## config.mk

```make
export PLATFORM = sky130hd
export DESIGN_NAME = aup_codec_port
export DESIGN_NICKNAME = d
export VERILOG_FILES = /design/src/pkg/aup_pkg.sv /design/src/design/aup_clkgen.sv /design/src/design/aup_codec_port.sv /design/src/design/aup_sync2.sv
export SDC_FILE = /design/constraint.sdc
export NUM_CORES = 1
export LEC_CHECK = 0
export CORE_ASPECT_RATIO = 1.25
export CORE_MARGIN = 4
export CORE_UTILIZATION = 56
export CTS_BUF_LIST = sky130_fd_sc_hd__clkbuf_16
export CTS_CLUSTER_SIZE = 8
export DETAILED_ROUTE_END_ITERATION = 8
export DONT_BUFFER_PORTS = 1
export GPL_ROUTABILITY_DRIVEN = 0
export GPL_TIMING_DRIVEN = 1
export PLACE_DENSITY = 0.76
export SYNTH_ARGS = -nofsm -noshare
export SYNTH_HDL_FRONTEND = slang
export SYNTH_SLANG_ARGS = --single-unit
```

## constraint.sdc

```tcl
create_clock -name clk -period 7.5 [get_ports clk]
set_clock_uncertainty 0.1 [all_clocks]
set_input_delay 0.375 -clock clk [delete_from_list [all_inputs] [get_ports clk]]
set_output_delay 0.375 -clock clk [all_outputs]
set_load 0.1 [all_outputs]
```

## src/pkg/aup_pkg.sv

```systemverilog
/*
 * Constants and helpers for the codec-side serial voice audio port.
 * Assumes a 125 MHz system clock and a byte-addressed Avalon-MM slave.
 */
package aup_pkg;

    // Register byte offsets
    localparam logic [4:0]  AUP_REG_CTRL   = 5'h00;
    localparam logic [4:0]  AUP_REG_STATUS = 5'h04;
    localparam logic [4:0]  AUP_REG_TXDATA = 5'h08;
    localparam logic [4:0]  AUP_REG_RXDATA = 5'h0C;
    localparam logic [4:0]  AUP_REG_DIV    = 5'h10;

    // Control fields
    localparam int unsigned AUP_CTRL_EN    = 0;
    localparam int unsigned AUP_CTRL_HOST  = 1;
    localparam int unsigned AUP_CTRL_I2S   = 2;
    localparam int unsigned AUP_CTRL_PCM18 = 3;
    localparam int unsigned AUP_CTRL_W     = 4;
    localparam logic [3:0]  AUP_CTRL_RST   = 4'h0;

    // Status fields
    localparam int unsigned AUP_ST_RXV     = 0;
    localparam int unsigned AUP_ST_RXOVR   = 1;
    localparam int unsigned AUP_ST_TXE     = 2;
    localparam int unsigned AUP_ST_ALIGNED = 3;

    // Bit clock half period in system clocks
    localparam int unsigned AUP_DIV_MIN    = 3;
    localparam int unsigned AUP_DIV_RST    = 5;

    // Frame geometry
    localparam logic [5:0]  AUP_PCM17_LEN  = 6'h11;
    localparam logic [5:0]  AUP_PCM18_LEN  = 6'h12;
    localparam logic [5:0]  AUP_I2S_LEN    = 6'h20;
    localparam logic [5:0]  AUP_SYNC17     = 6'h01;
    localparam logic [5:0]  AUP_SYNC18     = 6'h02;
    localparam logic [5:0]  AUP_WORD_BITS  = 6'h10;
    localparam logic [5:0]  AUP_WS_RISE    = 6'h0F;
    localparam logic [5:0]  AUP_WS_FALL    = 6'h1F;
    localparam logic [4:0]  AUP_TOP_IDX    = 5'h1F;
    localparam logic [4:0]  AUP_LAST_I2S   = 5'h00;
    localparam logic [4:0]  AUP_LAST_PCM   = 5'h10;

    function automatic logic [5:0] aup_frame_len(input logic i2s, input logic pcm18);
        return i2s ? AUP_I2S_LEN : (pcm18 ? AUP_PCM18_LEN : AUP_PCM17_LEN);
    endfunction

    function automatic logic [5:0] aup_sync_len(input logic pcm18);
        return pcm18 ? AUP_SYNC18 : AUP_SYNC17;
    endfunction

    // Valid flag and frame-word bit index for a given bit cycle
    function automatic logic [5:0] aup_bit_idx(input logic i2s, input logic pcm18,
                                               input logic [5:0] cnt);
        logic [5:0] d;
        d = cnt - aup_sync_len(pcm18);
        if (i2s) begin
            return {1'b1, AUP_TOP_IDX - cnt[4:0]};
        end
        return {(cnt >= aup_sync_len(pcm18)) && (d < AUP_WORD_BITS), AUP_TOP_IDX - d[4:0]};
    endfunction

    // Sync level driven during a bit cycle
    function automatic logic aup_sync_level(input logic i2s, input logic pcm18,
                                            input logic [5:0] cnt);
        return i2s ? (cnt >= AUP_WS_RISE && cnt < AUP_WS_FALL) : (cnt < aup_sync_len(pcm18));
    endfunction

endpackage

```

## src/design/aup_clkgen.sv

```systemverilog
/*
 * Bit clock divider for host role: square wave with half period div.
 * Assumes div is stable while running; values below the minimum are raised.
 */
`timescale 1ns/1ps
module aup_clkgen import aup_pkg::*; #(
    parameter int unsigned DIV_W = 8
) (
    // Clocking
    input  wire logic             clk,
    input  wire logic             sys_rst,
    input  wire logic             ce,
    // Control
    input  wire logic             en,
    input  wire logic [DIV_W-1:0] div,
    // Bit clock
    output logic                  sclk,
    output logic                  rise_p,
    output logic                  fall_p
);
    logic [DIV_W-1:0] cnt_ff;
    logic [DIV_W-1:0] nxt_cnt;
    logic             sclk_ff;
    logic             nxt_sclk;
    logic [DIV_W-1:0] half;
    logic             tick;

    initial begin
        if (DIV_W < 2 || (2 ** DIV_W) <= AUP_DIV_MIN) begin
            $error("aup_clkgen DIV_W too small for the minimum half period");
        end
    end

    // Half period with floor, toggle when count reaches half minus one
    always_comb begin
        half     = (div < DIV_W'(AUP_DIV_MIN)) ? DIV_W'(AUP_DIV_MIN) : div;
        tick     = en && (cnt_ff == half - DIV_W'(1));
        nxt_cnt  = (!en || tick) ? '0 : cnt_ff + DIV_W'(1);
        nxt_sclk = en ? (sclk_ff ^ tick) : 1'b0;
    end

    always_ff @(posedge clk) begin
        if (sys_rst) begin
            cnt_ff  <= '0;
            sclk_ff <= 1'b0;
        end else if (ce) begin
            cnt_ff  <= nxt_cnt;
            sclk_ff <= nxt_sclk;
        end
    end

    // Edge pulses mark the cycle in which the new level appears
    logic sclk_d_ff;
    always_ff @(posedge clk) begin
        if (sys_rst) begin
            sclk_d_ff <= 1'b0;
        end else if (ce) begin
            sclk_d_ff <= sclk_ff;
        end
    end

    assign sclk   = sclk_ff;
    assign rise_p = ce && sclk_ff && !sclk_d_ff;
    assign fall_p = ce && !sclk_ff && sclk_d_ff;
endmodule

```

## src/design/aup_codec_port.sv

```systemverilog
/*
 * Codec-side end of the serial voice audio link with an Avalon-MM register
 * port. Runs as clock host or local end, PCM short sync or I2S long sync.
 * Assumes link pins are asynchronous; software owns the sample-rate divider.
 */
// The address map and the Avalon-MM interface to the registers were left to the implementer.
`timescale 1ns/1ps
module aup_codec_port import aup_pkg::*; #(
    parameter int unsigned DIV_W = 8
) (
    // Clocking
    input  wire logic        clk,
    input  wire logic        sys_rst,
    input  wire logic        ce,
    // Avalon-MM slave
    input  wire logic [4:0]  avs_address,
    input  wire logic        avs_read,
    input  wire logic        avs_write,
    input  wire logic [31:0] avs_writedata,
    output logic      [31:0] avs_readdata,
    output logic             avs_waitrequest,
    // Serial audio link
    input  wire logic        sclk_i,
    output logic             sclk_o,
    output logic             sclk_oe,
    input  wire logic        sync_i,
    output logic             sync_o,
    output logic             sync_oe,
    input  wire logic        sdi,
    output logic             sdo
);
    typedef enum logic [2:0] {
        AUP_IDLE  = 3'b001,
        AUP_ALIGN = 3'b010,
        AUP_RUN   = 3'b100
    } aup_state_e;

    initial begin
        if (DIV_W < 2 || DIV_W > 16) begin
            $error("aup_codec_port DIV_W must lie in 2..16");
        end
    end

    // Register state
    logic [AUP_CTRL_W-1:0] ctrl_ff, nxt_ctrl;
    logic [DIV_W-1:0]      div_ff, nxt_div;
    logic [31:0]           tx_word_ff, nxt_tx_word;
    logic [31:0]           rx_word_ff, nxt_rx_word;
    logic                  rxv_ff, nxt_rxv;
    logic                  rxovr_ff, nxt_rxovr;
    logic                  txe_ff, nxt_txe;
    logic                  rd_ack_ff, nxt_rd_ack;
    logic [31:0]           rdata_ff, nxt_rdata;
    // Framing state
    aup_state_e            state_ff, nxt_state;
    logic [5:0]            cnt_ff, nxt_cnt;
    logic [31:0]           tx_frame_ff, nxt_tx_frame;
    logic [31:0]           rx_sh_ff, nxt_rx_sh;
    logic                  sync_o_ff, nxt_sync_o;
    logic                  sdo_ff, nxt_sdo;
    logic                  prev_sclk_ff, nxt_prev_sclk;
    logic                  prev_sync_ff, nxt_prev_sync;

    // Decoded control
    logic en, host, i2s, pcm18;
    assign en    = ctrl_ff[AUP_CTRL_EN];
    assign host  = ctrl_ff[AUP_CTRL_HOST];
    assign i2s   = ctrl_ff[AUP_CTRL_I2S];
    assign pcm18 = ctrl_ff[AUP_CTRL_PCM18];

    // Synchronised pins
    logic s_sclk, s_sync, s_sdi;
    aup_sync2 #(.W(3)) u_sync (
        .clk     (clk),
        .sys_rst (sys_rst),
        .ce      (ce),
        .din     ({sclk_i, sync_i, sdi}),
        .dout    ({s_sclk, s_sync, s_sdi})
    );

    // Own bit clock when host
    logic g_sclk, g_rise, g_fall;
    aup_clkgen #(.DIV_W(DIV_W)) u_clkgen (
        .clk     (clk),
        .sys_rst (sys_rst),
        .ce      (ce),
        .en      (en && host),
        .div     (div_ff),
        .sclk    (g_sclk),
        .rise_p  (g_rise),
        .fall_p  (g_fall)
    );

    // Bit clock edges from own divider or from the far end
    logic rise_p, fall_p;
    assign rise_p = en && (host ? g_rise : (ce && s_sclk && !prev_sclk_ff));
    assign fall_p = en && (host ? g_fall : (ce && !s_sclk && prev_sclk_ff));

    // Bus handshake: reads take two cycles, writes one
    logic rd_done, wr_do;
    assign avs_waitrequest = (avs_read || avs_write) && (!ce || (avs_read && !rd_ack_ff));
    assign rd_done         = avs_read && ce && rd_ack_ff;
    assign wr_do           = avs_write && ce;
    assign avs_readdata    = rdata_ff;

    // Framing events
    logic [5:0] flen;
    logic [5:0] cur_bit;
    logic       frame_load;
    logic       rx_done;
    logic [31:0] sh_in;

    // Link framing, shift registers and alignment
    always_comb begin
        flen          = aup_frame_len(i2s, pcm18);
        cur_bit       = aup_bit_idx(i2s, pcm18, cnt_ff);
        nxt_state     = state_ff;
        nxt_cnt       = cnt_ff;
        nxt_tx_frame  = tx_frame_ff;
        nxt_rx_sh     = rx_sh_ff;
        nxt_sync_o    = sync_o_ff;
        nxt_sdo       = sdo_ff;
        nxt_prev_sclk = ce ? s_sclk : prev_sclk_ff;
        nxt_prev_sync = prev_sync_ff;
        rx_done       = 1'b0;
        sh_in         = {rx_sh_ff[30:0], s_sdi};
        if (!en) begin
            nxt_state  = AUP_IDLE;
            nxt_sync_o = 1'b0;
            nxt_sdo    = 1'b0;
        end else begin
            unique case (state_ff)
                AUP_IDLE: begin
                    nxt_cnt   = flen - 6'h01;
                    nxt_state = host ? AUP_RUN : AUP_ALIGN;
                end
                AUP_ALIGN, AUP_RUN: begin
                    // Local end: lock to the far end's sync edge
                    if (!host && rise_p) begin
                        nxt_prev_sync = s_sync;
                        if (!i2s && s_sync && !prev_sync_ff) begin
                            nxt_cnt   = '0;
                            nxt_state = AUP_RUN;
                        end else if (i2s && !s_sync && prev_sync_ff) begin
                            nxt_cnt   = AUP_WS_FALL;
                            nxt_state = AUP_RUN;
                        end
                    end
                    // Sample data on rising edge
                    if (state_ff == AUP_RUN && rise_p && cur_bit[5]) begin
                        nxt_rx_sh = sh_in;
                        rx_done   = cur_bit[4:0] == (i2s ? AUP_LAST_I2S : AUP_LAST_PCM);
                    end
                    // Advance and drive on falling edge
                    if (state_ff == AUP_RUN && fall_p) begin
                        nxt_cnt = (cnt_ff >= flen - 6'h01) ? 6'h00 : cnt_ff + 6'h01;
                    end
                end
                default: begin
                    nxt_state = AUP_IDLE;
                end
            endcase
        end
        frame_load = en && state_ff == AUP_RUN && nxt_cnt == 6'h00 && cnt_ff != 6'h00;
        if (frame_load) begin
            nxt_tx_frame = tx_word_ff;
        end
        if (en && state_ff == AUP_RUN && fall_p) begin
            cur_bit    = aup_bit_idx(i2s, pcm18, nxt_cnt);
            nxt_sdo    = cur_bit[5] && nxt_tx_frame[cur_bit[4:0]];
            nxt_sync_o = host && aup_sync_level(i2s, pcm18, nxt_cnt);
        end
    end

    always_ff @(posedge clk) begin
        if (sys_rst) begin
            state_ff     <= AUP_IDLE;
            cnt_ff       <= '0;
            tx_frame_ff  <= '0;
            rx_sh_ff     <= '0;
            sync_o_ff    <= 1'b0;
            sdo_ff       <= 1'b0;
            prev_sclk_ff <= 1'b0;
            prev_sync_ff <= 1'b0;
        end else if (ce) begin
            state_ff     <= nxt_state;
            cnt_ff       <= nxt_cnt;
            tx_frame_ff  <= nxt_tx_frame;
            rx_sh_ff     <= nxt_rx_sh;
            sync_o_ff    <= nxt_sync_o;
            sdo_ff       <= nxt_sdo;
            prev_sclk_ff <= nxt_prev_sclk;
            prev_sync_ff <= nxt_prev_sync;
        end
    end

    // Pin drive: clock and sync only when this end is host
    assign sclk_o  = g_sclk;
    assign sclk_oe = en && host;
    assign sync_o  = sync_o_ff;
    assign sync_oe = en && host;
    assign sdo     = sdo_ff;

    // Registers, status flags and read mux; hardware set wins over clear
    always_comb begin
        nxt_ctrl    = ctrl_ff;
        nxt_div     = div_ff;
        nxt_tx_word = tx_word_ff;
        nxt_rx_word = rx_word_ff;
        nxt_rxv     = rxv_ff;
        nxt_rxovr   = rxovr_ff;
        nxt_txe     = txe_ff;
        nxt_rd_ack  = avs_read && !rd_ack_ff;
        nxt_rdata   = rdata_ff;
        if (avs_read && !rd_ack_ff) begin
            unique case (avs_address)
                AUP_REG_CTRL:   nxt_rdata = 32'(ctrl_ff);
                AUP_REG_STATUS: nxt_rdata = 32'({state_ff == AUP_RUN, txe_ff, rxovr_ff, rxv_ff});
                AUP_REG_TXDATA: nxt_rdata = tx_word_ff;
                AUP_REG_RXDATA: nxt_rdata = rx_word_ff;
                AUP_REG_DIV:    nxt_rdata = 32'(div_ff);
                default:        nxt_rdata = 32'h0000_0000;
            endcase
        end
        if (rd_done && avs_address == AUP_REG_RXDATA) begin
            nxt_rxv = 1'b0;
        end
        if (wr_do) begin
            unique case (avs_address)
                AUP_REG_CTRL:   nxt_ctrl    = avs_writedata[AUP_CTRL_W-1:0];
                AUP_REG_TXDATA: begin
                    nxt_tx_word = avs_writedata;
                    nxt_txe     = 1'b0;
                end
                AUP_REG_STATUS: begin
                    if (avs_writedata[AUP_ST_RXOVR]) begin
                        nxt_rxovr = 1'b0;
                    end
                end
                AUP_REG_DIV:    nxt_div     = avs_writedata[DIV_W-1:0];
                default:        nxt_ctrl    = ctrl_ff;
            endcase
        end
        if (frame_load) begin
            nxt_txe = 1'b1;
        end
        if (rx_done) begin
            nxt_rx_word = i2s ? sh_in : {sh_in[15:0], 16'h0000};
            nxt_rxovr   = nxt_rxovr || rxv_ff;
            nxt_rxv     = 1'b1;
        end
    end

    always_ff @(posedge clk) begin
        if (sys_rst) begin
            ctrl_ff    <= AUP_CTRL_RST;
            div_ff     <= DIV_W'(AUP_DIV_RST);
            tx_word_ff <= '0;
            rx_word_ff <= '0;
            rxv_ff     <= 1'b0;
            rxovr_ff   <= 1'b0;
            txe_ff     <= 1'b0;
            rd_ack_ff  <= 1'b0;
            rdata_ff   <= '0;
        end else if (ce) begin
            ctrl_ff    <= nxt_ctrl;
            div_ff     <= nxt_div;
            tx_word_ff <= nxt_tx_word;
            rx_word_ff <= nxt_rx_word;
            rxv_ff     <= nxt_rxv;
            rxovr_ff   <= nxt_rxovr;
            txe_ff     <= nxt_txe;
            rd_ack_ff  <= nxt_rd_ack;
            rdata_ff   <= nxt_rdata;
        end
    end
endmodule

```

## src/design/aup_sync2.sv

```systemverilog
/*
 * Two-flop synchroniser for pins entering the system clock domain.
 * Assumes inputs are asynchronous levels; only the second stage is read.
 */
`timescale 1ns/1ps
module aup_sync2 #(
    parameter int unsigned W = 1
) (
    // Clocking
    input  wire logic         clk,
    input  wire logic         sys_rst,
    input  wire logic         ce,
    // Data
    input  wire logic [W-1:0] din,
    output logic      [W-1:0] dout
);
    logic [W-1:0] meta_ff;
    logic [W-1:0] sync_ff;

    initial begin
        if (W < 1) begin
            $error("aup_sync2 needs W of at least 1");
        end
    end

    // Two stages, frozen while ce is low
    always_ff @(posedge clk) begin
        if (sys_rst) begin
            meta_ff <= '0;
            sync_ff <= '0;
        end else if (ce) begin
            meta_ff <= din;
            sync_ff <= meta_ff;
        end
    end

    assign dout = sync_ff;
endmodule

```

==> flow_metrics.py, run 1 <==
metrics = {
    "outcome": {
        "outcome": "complete, no violations",
    },
    "routing": {
        "post-route-drc-count": 0,
        "routed_wl_mm": 25.8,
        "ant_nets": 0,
        "vias": 8344,
        "routed_via_density": 6.19,
        "drt-initial-drc-count": 890,
        "drtPass1Iterations": 5,
        "drt-wirelength-per-cell_um": 19.2,
    },
    "setup_path": {
        "critical_path.most_common_cell": "ha_1",
        "worstPathCellList": "buf_4 -> nand2b_1 -> ha_1 -> xor2_1 -> ha_1 -> and4_1 -> a211o_1 -> o211a_1 -> ha_1 -> inv_1 -> fa_1 -> nor2_1 -> xnor2_2 -> mux4_2 -> a221oi_1 -> o2111ai_1 -> a41oi_2 -> a211oi_2",
        "crit_path_largest_cell_delay_ns": 0.64,
        "reg2reg_from": "ctrl_ff[2]$_SDFFE_PP0P_",
        "worst_ep_arrival_time_ns": 5.81,
        "timing.critical_path.fanout_max": 36,
        "max_stage_delay_cell_worst_path": "xnor2_2",
        "critPathTopFamily": "compound AO/OA/AOI/OAI gates",
        "worstSetupStartpoint": "ctrl_ff[2]$_SDFFE_PP0P_",
        "cp.required_ns": 7.80,
        "cp.buffers_inverters": 2,
        "critPathKind": "flop to flop",
        "crit_path_start_kind": "flop",
        "setup.worst_path.end_class": "flop",
    },
    "floorplanning": {
        "floorplan.core_area_um2": 17000,
        "design.die.area_um2": 19600,
        "die_h_um": 156,
        "floorplan.io_pins": 83,
        "rows": 53,
        "floorplan.die.width_um": 126,
        "initial_core_util_pct": 57.4,
    },
    "cts": {
        "cts_sinks": 204,
        "cts-buffers-inserted": 29,
        "cts-root-buf": "clkbuf_16",
        "clock_insertion_delay_worst_skew_ns": 0.53,
        "cts.clk_slew.worst_paths_ns": 0.05,
        "ctsLongestPathBuffers": 3,
        "cts_tree": "built",
        "cts_max_level": 1,
    },
    "job": {
        "timing.max_cap.violations": 0,
    },
    "synthesis": {
        "synthesis.area_per_instance_um2": 8.60,
        "portion_of_the_post_synthesis_area_used_by_sequential_elements_pct": 41.9,
        "dominant_synthesized_flop_cell": "dfxtp_1",
        "number_of_flops_mapped_to_enable_cells_by_yosys": 0,
        "yosysUniqueCellTypes": 74,
        "syn-instance-count": 1134,
        "synth-seq-cells": 204,
        "synth_async_sr_flop_share_pct": 0,
        "yosysWarningCount": 0,
        "syn-cell-area_um2": 9750,
        "synth_nets": 1196,
    },
    "global_route": {
        "grt_antenna_before_repair": 0,
        "globalRoute.busiestLayer": "met2",
        "globalRouteMet1Util_pct": 31.1,
        "global_route.overflow_total": 0,
        "grt_start_max_net_pins": 197,
        "m2_gr_usage_pct": 45.8,
        "grt_first_pass_wirelength_mm": 42.3,
        "globalRouteMet3Util_pct": 3.66,
        "grt_use_total_pct": 25.9,
        "first_global_vias": 8312,
    },
    "sta": {
        "fmaxAchievable_mhz": 181,
        "final.period_utilization_pct": 73.5,
        "slew_viol_final": 0,
        "timing.setup.tns_ns": 0,
        "worst_slew_margin_rel_pct": 24.9,
        "rsz0062_at_grt": "false",
        "hold_violations": 0,
        "fin_crit_ns": 5.52,
        "worst-slew-pin-transition_ns": 1.12,
        "final-setup-viol-count": 0,
    },
    "place": {
        "port_buffers": 0,
        "post-dp-hpwl_mm": 16.7,
        "dpl-instance-area_um2": 9770,
    },
    "power_and_ir_drop": {
        "p_per_area_nw_per_um2": 214,
        "cellLeakagePower_nw": 4.29,
        "power_frac_comb_pct": 5.5,
        "netSwitchingFraction_pct": 22.5,
        "switching_power_of_the_nets_mw": 0.526,
        "pwr-share-seq_pct": 47.0,
        "clk_network_pwr_share_pct": 47.4,
        "p_int_mw": 1.82,
        "vdd_ir_drop_max_v": 0.000148,
    },
    "layout": {
        "syn2layout_area_growth_pct": 12.1,
        "layout.cells.most_common_list": "dfxtp_1 (204), nor2_1 (203), mux2i_1 (125), nand2_1 (117), a21oi_1 (89)",
        "final_cell_area_um2": 10900,
        "antenna-diode-count": 0,
        "num-nets-final": 1190,
        "layout_commonest_cell": "dfxtp_1",
        "drive_gt1_share_pct": 6.11,
    },
    "hold_path": {
        "worstHoldPathType": "primary input to flop",
        "worst_hold_startpoint": "ce",
    },
}
timing repair:
| item | in CTS | in global routing |
|---|---|---|
| resized for setup | 0 | 0 |
| buffers inserted | 0 | 0 |
| endpoints found under the hold margin | 199 | 0 |
| hold buffers | 39 | 0 |
metrics by stage:
step | instances | worst slack (ns) | utilization (%) | hold WS [ns] | total power [mW]
after global placement | 1278 | 2.27 | 57.5 | 0.339 | 1.21
after floorplan | 1134 | 2.04 | - | 0.336 | 1.21
after CTS | 1349 | 2.02 | 64.4 | 0.00603 | 2.35
final | 1349 | 1.98 | 64.4 | 0.0214 | 2.34
after global routing | 1349 | 1.68 | 64.4 | 0.0234 | 2.42
after detailed placement | 1278 | 2.13 | 57.5 | 0.355 | 1.21
kinds of logic (layout without fill, tap and decap cells):
logic type,after synthesis,after routing,synth area share (%)
simple gates,428,428,19.6
compound gates,224,224,15.6
flops,204,204,41.9
mux,132,132,13.9
buf+inv,104,99,4.45
xor+xnor,24,24,2.23
fa+ha+maj,17,17,2.34
other cells,1,1,0.0385
state kept, by name, summed over array words and instances, names as in the netlist, 3 cells and up:
register	count
avs_readdata	32
state_ff	3
rx_sh_ff	31
u_sync.meta_ff	3
u_clkgen.cnt_ff	8
tx_word_ff	32
u_sync.dout	3
cnt_ff	6
ctrl_ff	4
tx_frame_ff	32
rx_word_ff	32
div_ff	8
path summary, 6_finish.rpt:
kind,cells past startpoint,to,slack [ns]
max,18,sdo$_SDFFE_PP0P_,1.98
min,3,u_clkgen.sclk$_SDFFE_PP0P_,0.02
max reg2reg,18,sdo$_SDFFE_PP0P_,1.98
min reg2reg,2,txe_ff$_SDFFE_PP0P_,0.36
synth_stat cells (5+ instances only):
cell type,instances,area (um^2)
a21oi_1,90,450
o21ai_0,7,35.0
nand3_1,19,95.1
a31oi_1,6,37.5
nand2b_1,10,62.6
a211oi_1,22,165
nor2b_1,7,43.8
inv_1,17,63.8
o211ai_1,5,37.5
nor2_1,203,762
buf_2,5,25.0
or3_1,5,31.3
clkbuf_1,70,263
and3_1,5,31.3
nand4_1,10,62.6
nor3_1,12,60.1
dfxtp_1,204,4080
xor2_1,12,105
nor4_1,6,37.5
xnor2_1,11,96.3
nand2_1,118,443
nand3b_1,10,75.1
ha_1,15,188
mux2i_1,125,1250
a22oi_1,49,368
buf_4,8,60.1
routing by layer:
metal,share of wire [%],vias to the layer above
met4,4.9,0
met3,5.3,96
met2,50,293
met5,0,-
met1,40,3988
li1,-,3967
power by group through the flow:
| stage | logic [mW] | registers (mW) | clock network, mW |
|---|---|---|---|
| after floorplan | 0.0949 | 1.12 | 0 |
| after global placement | 0.0870 | 1.12 | 0 |
| after detailed placement | 0.0891 | 1.12 | 0 |
| after CTS | 0.127 | 1.10 | 1.12 |
| after global routing | 0.141 | 1.10 | 1.17 |
| final | 0.129 | 1.10 | 1.11 |
worst reg2reg max path, stage by stage, from the launching register on:
cell and delay [ns]:
dfxtp_1 0.32, buf_4 0.44, nand2b_1 0.20, ha_1 0.19, xor2_1 0.22, ha_1 0.29, and4_1 0.22, a211o_1 0.44
o211a_1 0.32, ha_1 0.19, inv_1 0.09, fa_1 0.25, nor2_1 0.09, xnor2_2 0.64, mux4_2 0.61, a221oi_1 0.31
o2111ai_1 0.17, a41oi_2 0.24, a211oi_2 0.05
final cells by class:
cell class                      count  area (um^2)
Sequential cell                   204         4080
Inverter                           18         67.6
Clock buffer                       29          726
Tap cell                          220          275
Timing Repair Buffer               49          493
Fill cell                        1421         6050
Multi-Input combinational cell    826         5270
Clock inverter                      3         17.5
No activity file was read; power rests on OpenSTA's default activity.
==> inputs of run 2 (changes only) <==
==> constraint.sdc (replaced) <==
create_clock -name clk -period 5.56 [get_ports clk]
set_clock_uncertainty 0.1 [all_clocks]
set_input_delay 0.278 -clock clk [delete_from_list [all_inputs] [get_ports clk]]
set_output_delay 0.278 -clock clk [all_outputs]
set_load 0.1 [all_outputs]
==> run 2 against run 1 <==
Effect of this change:
- sequential cell count unchanged
- die area unchanged
- wire length down 1.3%
- total power up 35%
- sequential share of layout area down 0.28 points
- combinational power up 37%
- critical endpoint unchanged
- worst setup slack worse by 1.4 ns
- core utilization up 0.48 points
- global-route usage down 0.36 points
- design area up 0.74%
- fmax up 10%
==> flow_metrics.py, run 2 (synthesis gave the netlist of run 1 again) <==
metrics = {
    "floorplanning": {
        "rows": 53,
        "design.die.area_um2": 19600,
        "floorplan.core_area_um2": 17000,
        "die_h_um": 156,
        "floorplan.io_pins": 83,
        "floorplan.die.width_um": 126,
        "initial_core_util_pct": 57.4,
    },
    "power_and_ir_drop": {
        "netSwitchingFraction_pct": 22.3,
        "clk_network_pwr_share_pct": 47.2,
        "switching_power_of_the_nets_mw": 0.702,
        "pwr-share-seq_pct": 47.2,
        "p_int_mw": 2.45,
        "p_per_area_nw_per_um2": 286,
        "power_frac_comb_pct": 5.6,
        "vdd_ir_drop_max_v": 0.000272,
        "cellLeakagePower_nw": 4.34,
    },
    "place": {
        "post-dp-hpwl_mm": 16.6,
        "dpl-instance-area_um2": 9810,
        "dp_slack_ns": 0.604,
        "port_buffers": 0,
    },
    "sta": {
        "fin_crit_ns": 5.00,
        "final.period_utilization_pct": 90.0,
        "slew_viol_final": 0,
        "rsz0062_at_grt": "false",
        "final-setup-viol-count": 0,
        "worst-slew-pin-transition_ns": 1.21,
        "setup_ws_ns": 0.556,
        "hold_violations": 0,
        "timing.setup.tns_ns": 0,
        "worst_slew_margin_rel_pct": 18.8,
        "fin_worst_hold_slack_ns": 0.0371,
        "fmaxAchievable_mhz": 200,
    },
    "setup_path": {
        "cp.required_ns": 5.85,
        "worst_ep_arrival_time_ns": 5.29,
        "worstSetupStartpoint": "ctrl_ff[2]$_SDFFE_PP0P_",
        "crit_path_start_kind": "flop",
        "timing.critical_path.fanout_max": 12,
        "reg2reg_from": "ctrl_ff[2]$_SDFFE_PP0P_",
        "setup.worst_path.end_class": "flop",
        "critPathKind": "flop to flop",
    },
    "global_route": {
        "grt_use_total_pct": 25.5,
        "globalRouteMet3Util_pct": 4.11,
        "first_global_vias": 8153,
        "grt_antenna_before_repair": 1,
        "globalRoute.busiestLayer": "met2",
        "grt_first_pass_wirelength_mm": 41.5,
        "grt_start_max_net_pins": 198,
        "global_route.overflow_total": 0,
        "globalRouteMet1Util_pct": 30.6,
        "m2_gr_usage_pct": 44.9,
    },
    "cts": {
        "cts.clk_slew.worst_paths_ns": 0.06,
        "cts_sinks": 204,
        "postCtsSetupRepairBufs": 0,
        "cts_max_level": 1,
        "cts-buffers-inserted": 29,
        "clock_insertion_delay_worst_skew_ns": 0.53,
        "cts-root-buf": "clkbuf_16",
        "ctsLongestPathBuffers": 3,
        "cts_tree": "built",
    },
    "layout": {
        "num-nets-final": 1201,
        "layout.cells.most_common_list": "dfxtp_1 (204), nor2_1 (203), mux2i_1 (125), nand2_1 (117), a21oi_1 (89)",
        "layout_commonest_cell": "dfxtp_1",
        "final_core_util_pct": 64.9,
        "drive_gt1_share_pct": 6.49,
        "final_cell_area_um2": 11000,
        "syn2layout_area_growth_pct": 12.9,
    },
    "job": {
        "timing.max_cap.violations": 0,
    },
    "routing": {
        "drt-initial-drc-count": 812,
        "drt-wirelength-per-cell_um": 18.7,
        "routed_via_density": 6.10,
        "vias": 8298,
        "ant_nets": 0,
        "drtPass1Iterations": 5,
        "post-route-drc-count": 0,
        "routed_wl_mm": 25.5,
    },
    "hold_path": {
        "worst_hold_startpoint": "ce",
        "worstHoldPathType": "primary input to flop",
    },
    "outcome": {
        "outcome": "complete, no violations",
    },
}
## run 2: changes by cell type in the layout (fill, tap and decap cells not counted), sizes merged
cell / delta
dlygate4sd3: +4
diode: +1
buf: +7
## run 2: power by group through the flow
| stage | clock, mW | combinational, mW | sequential, mW |
|---|---|---|---|
| after floorplan | 0 | 0.128 | 1.51 |
| after global placement | 0 | 0.118 | 1.51 |
| after detailed placement | 0 | 0.120 | 1.51 |
| after CTS | 1.51 | 0.175 | 1.49 |
| after global routing | 1.56 | 0.193 | 1.49 |
| final | 1.49 | 0.177 | 1.49 |
## run 2: cell type report
| cell class | instances | area (um^2) |
|---|---|---|
| fillers | 1426 | 5970 |
| multi-input cells | 826 | 5260 |
| flip-flops and latches | 204 | 4080 |
| clock buffers | 29 | 726 |
| repair buffers | 60 | 586 |
| well taps | 220 | 275 |
| inverters | 18 | 67.6 |
| clock inverters | 3 | 11.3 |
| diodes | 1 | 2.50 |
## run 2: final timing paths
check / depth (start not counted) / slack, ns / to
worst max-delay path: 18 / 0.56 / sdo$_SDFFE_PP0P_
worst min-delay path: 4 / 0.04 / prev_sync_ff$_SDFFE_PP0P_
worst max register to register: 18 / 0.56 / sdo$_SDFFE_PP0P_
worst min register to register: 2 / 0.37 / txe_ff$_SDFFE_PP0P_
## run 2: layer usage
layer | vias to the layer above | share of wire (%)
met1 | 3924 | 40
met4 | 0 | 4.8
li1 | 4008 | -
met2 | 281 | 50
met3 | 85 | 5.3
met5 | - | 0
## run 2: critical path, cell delays in order (launching register included)
cell	delay, ns
dfxtp_1	0.36
or2_2	0.34
ha_1	0.21
xor2_1	0.17
ha_1	0.33
and4_1	0.22
a211o_1	0.33
o211a_1	0.26
ha_1	0.17
inv_1	0.07
fa_1	0.44
nor2_1	0.19
xnor2_2	0.13
buf_4	0.23
mux4_2	0.52
a221oi_1	0.30
o2111ai_1	0.18
a41oi_2	0.24
a211oi_2	0.06
## run 2: what timing repair did
action,CTS,global route
gates resized for setup,0,0
hold endpoints to repair,200,0
hold buffers,43,0
## run 2: metrics by stage
step | total power, mW | std cells
after floorplan | 1.63 | 1134
after global placement | 1.63 | 1285
after detailed placement | 1.63 | 1285
after CTS | 3.17 | 1360
after global routing | 3.24 | 1361
final | 3.15 | 1361
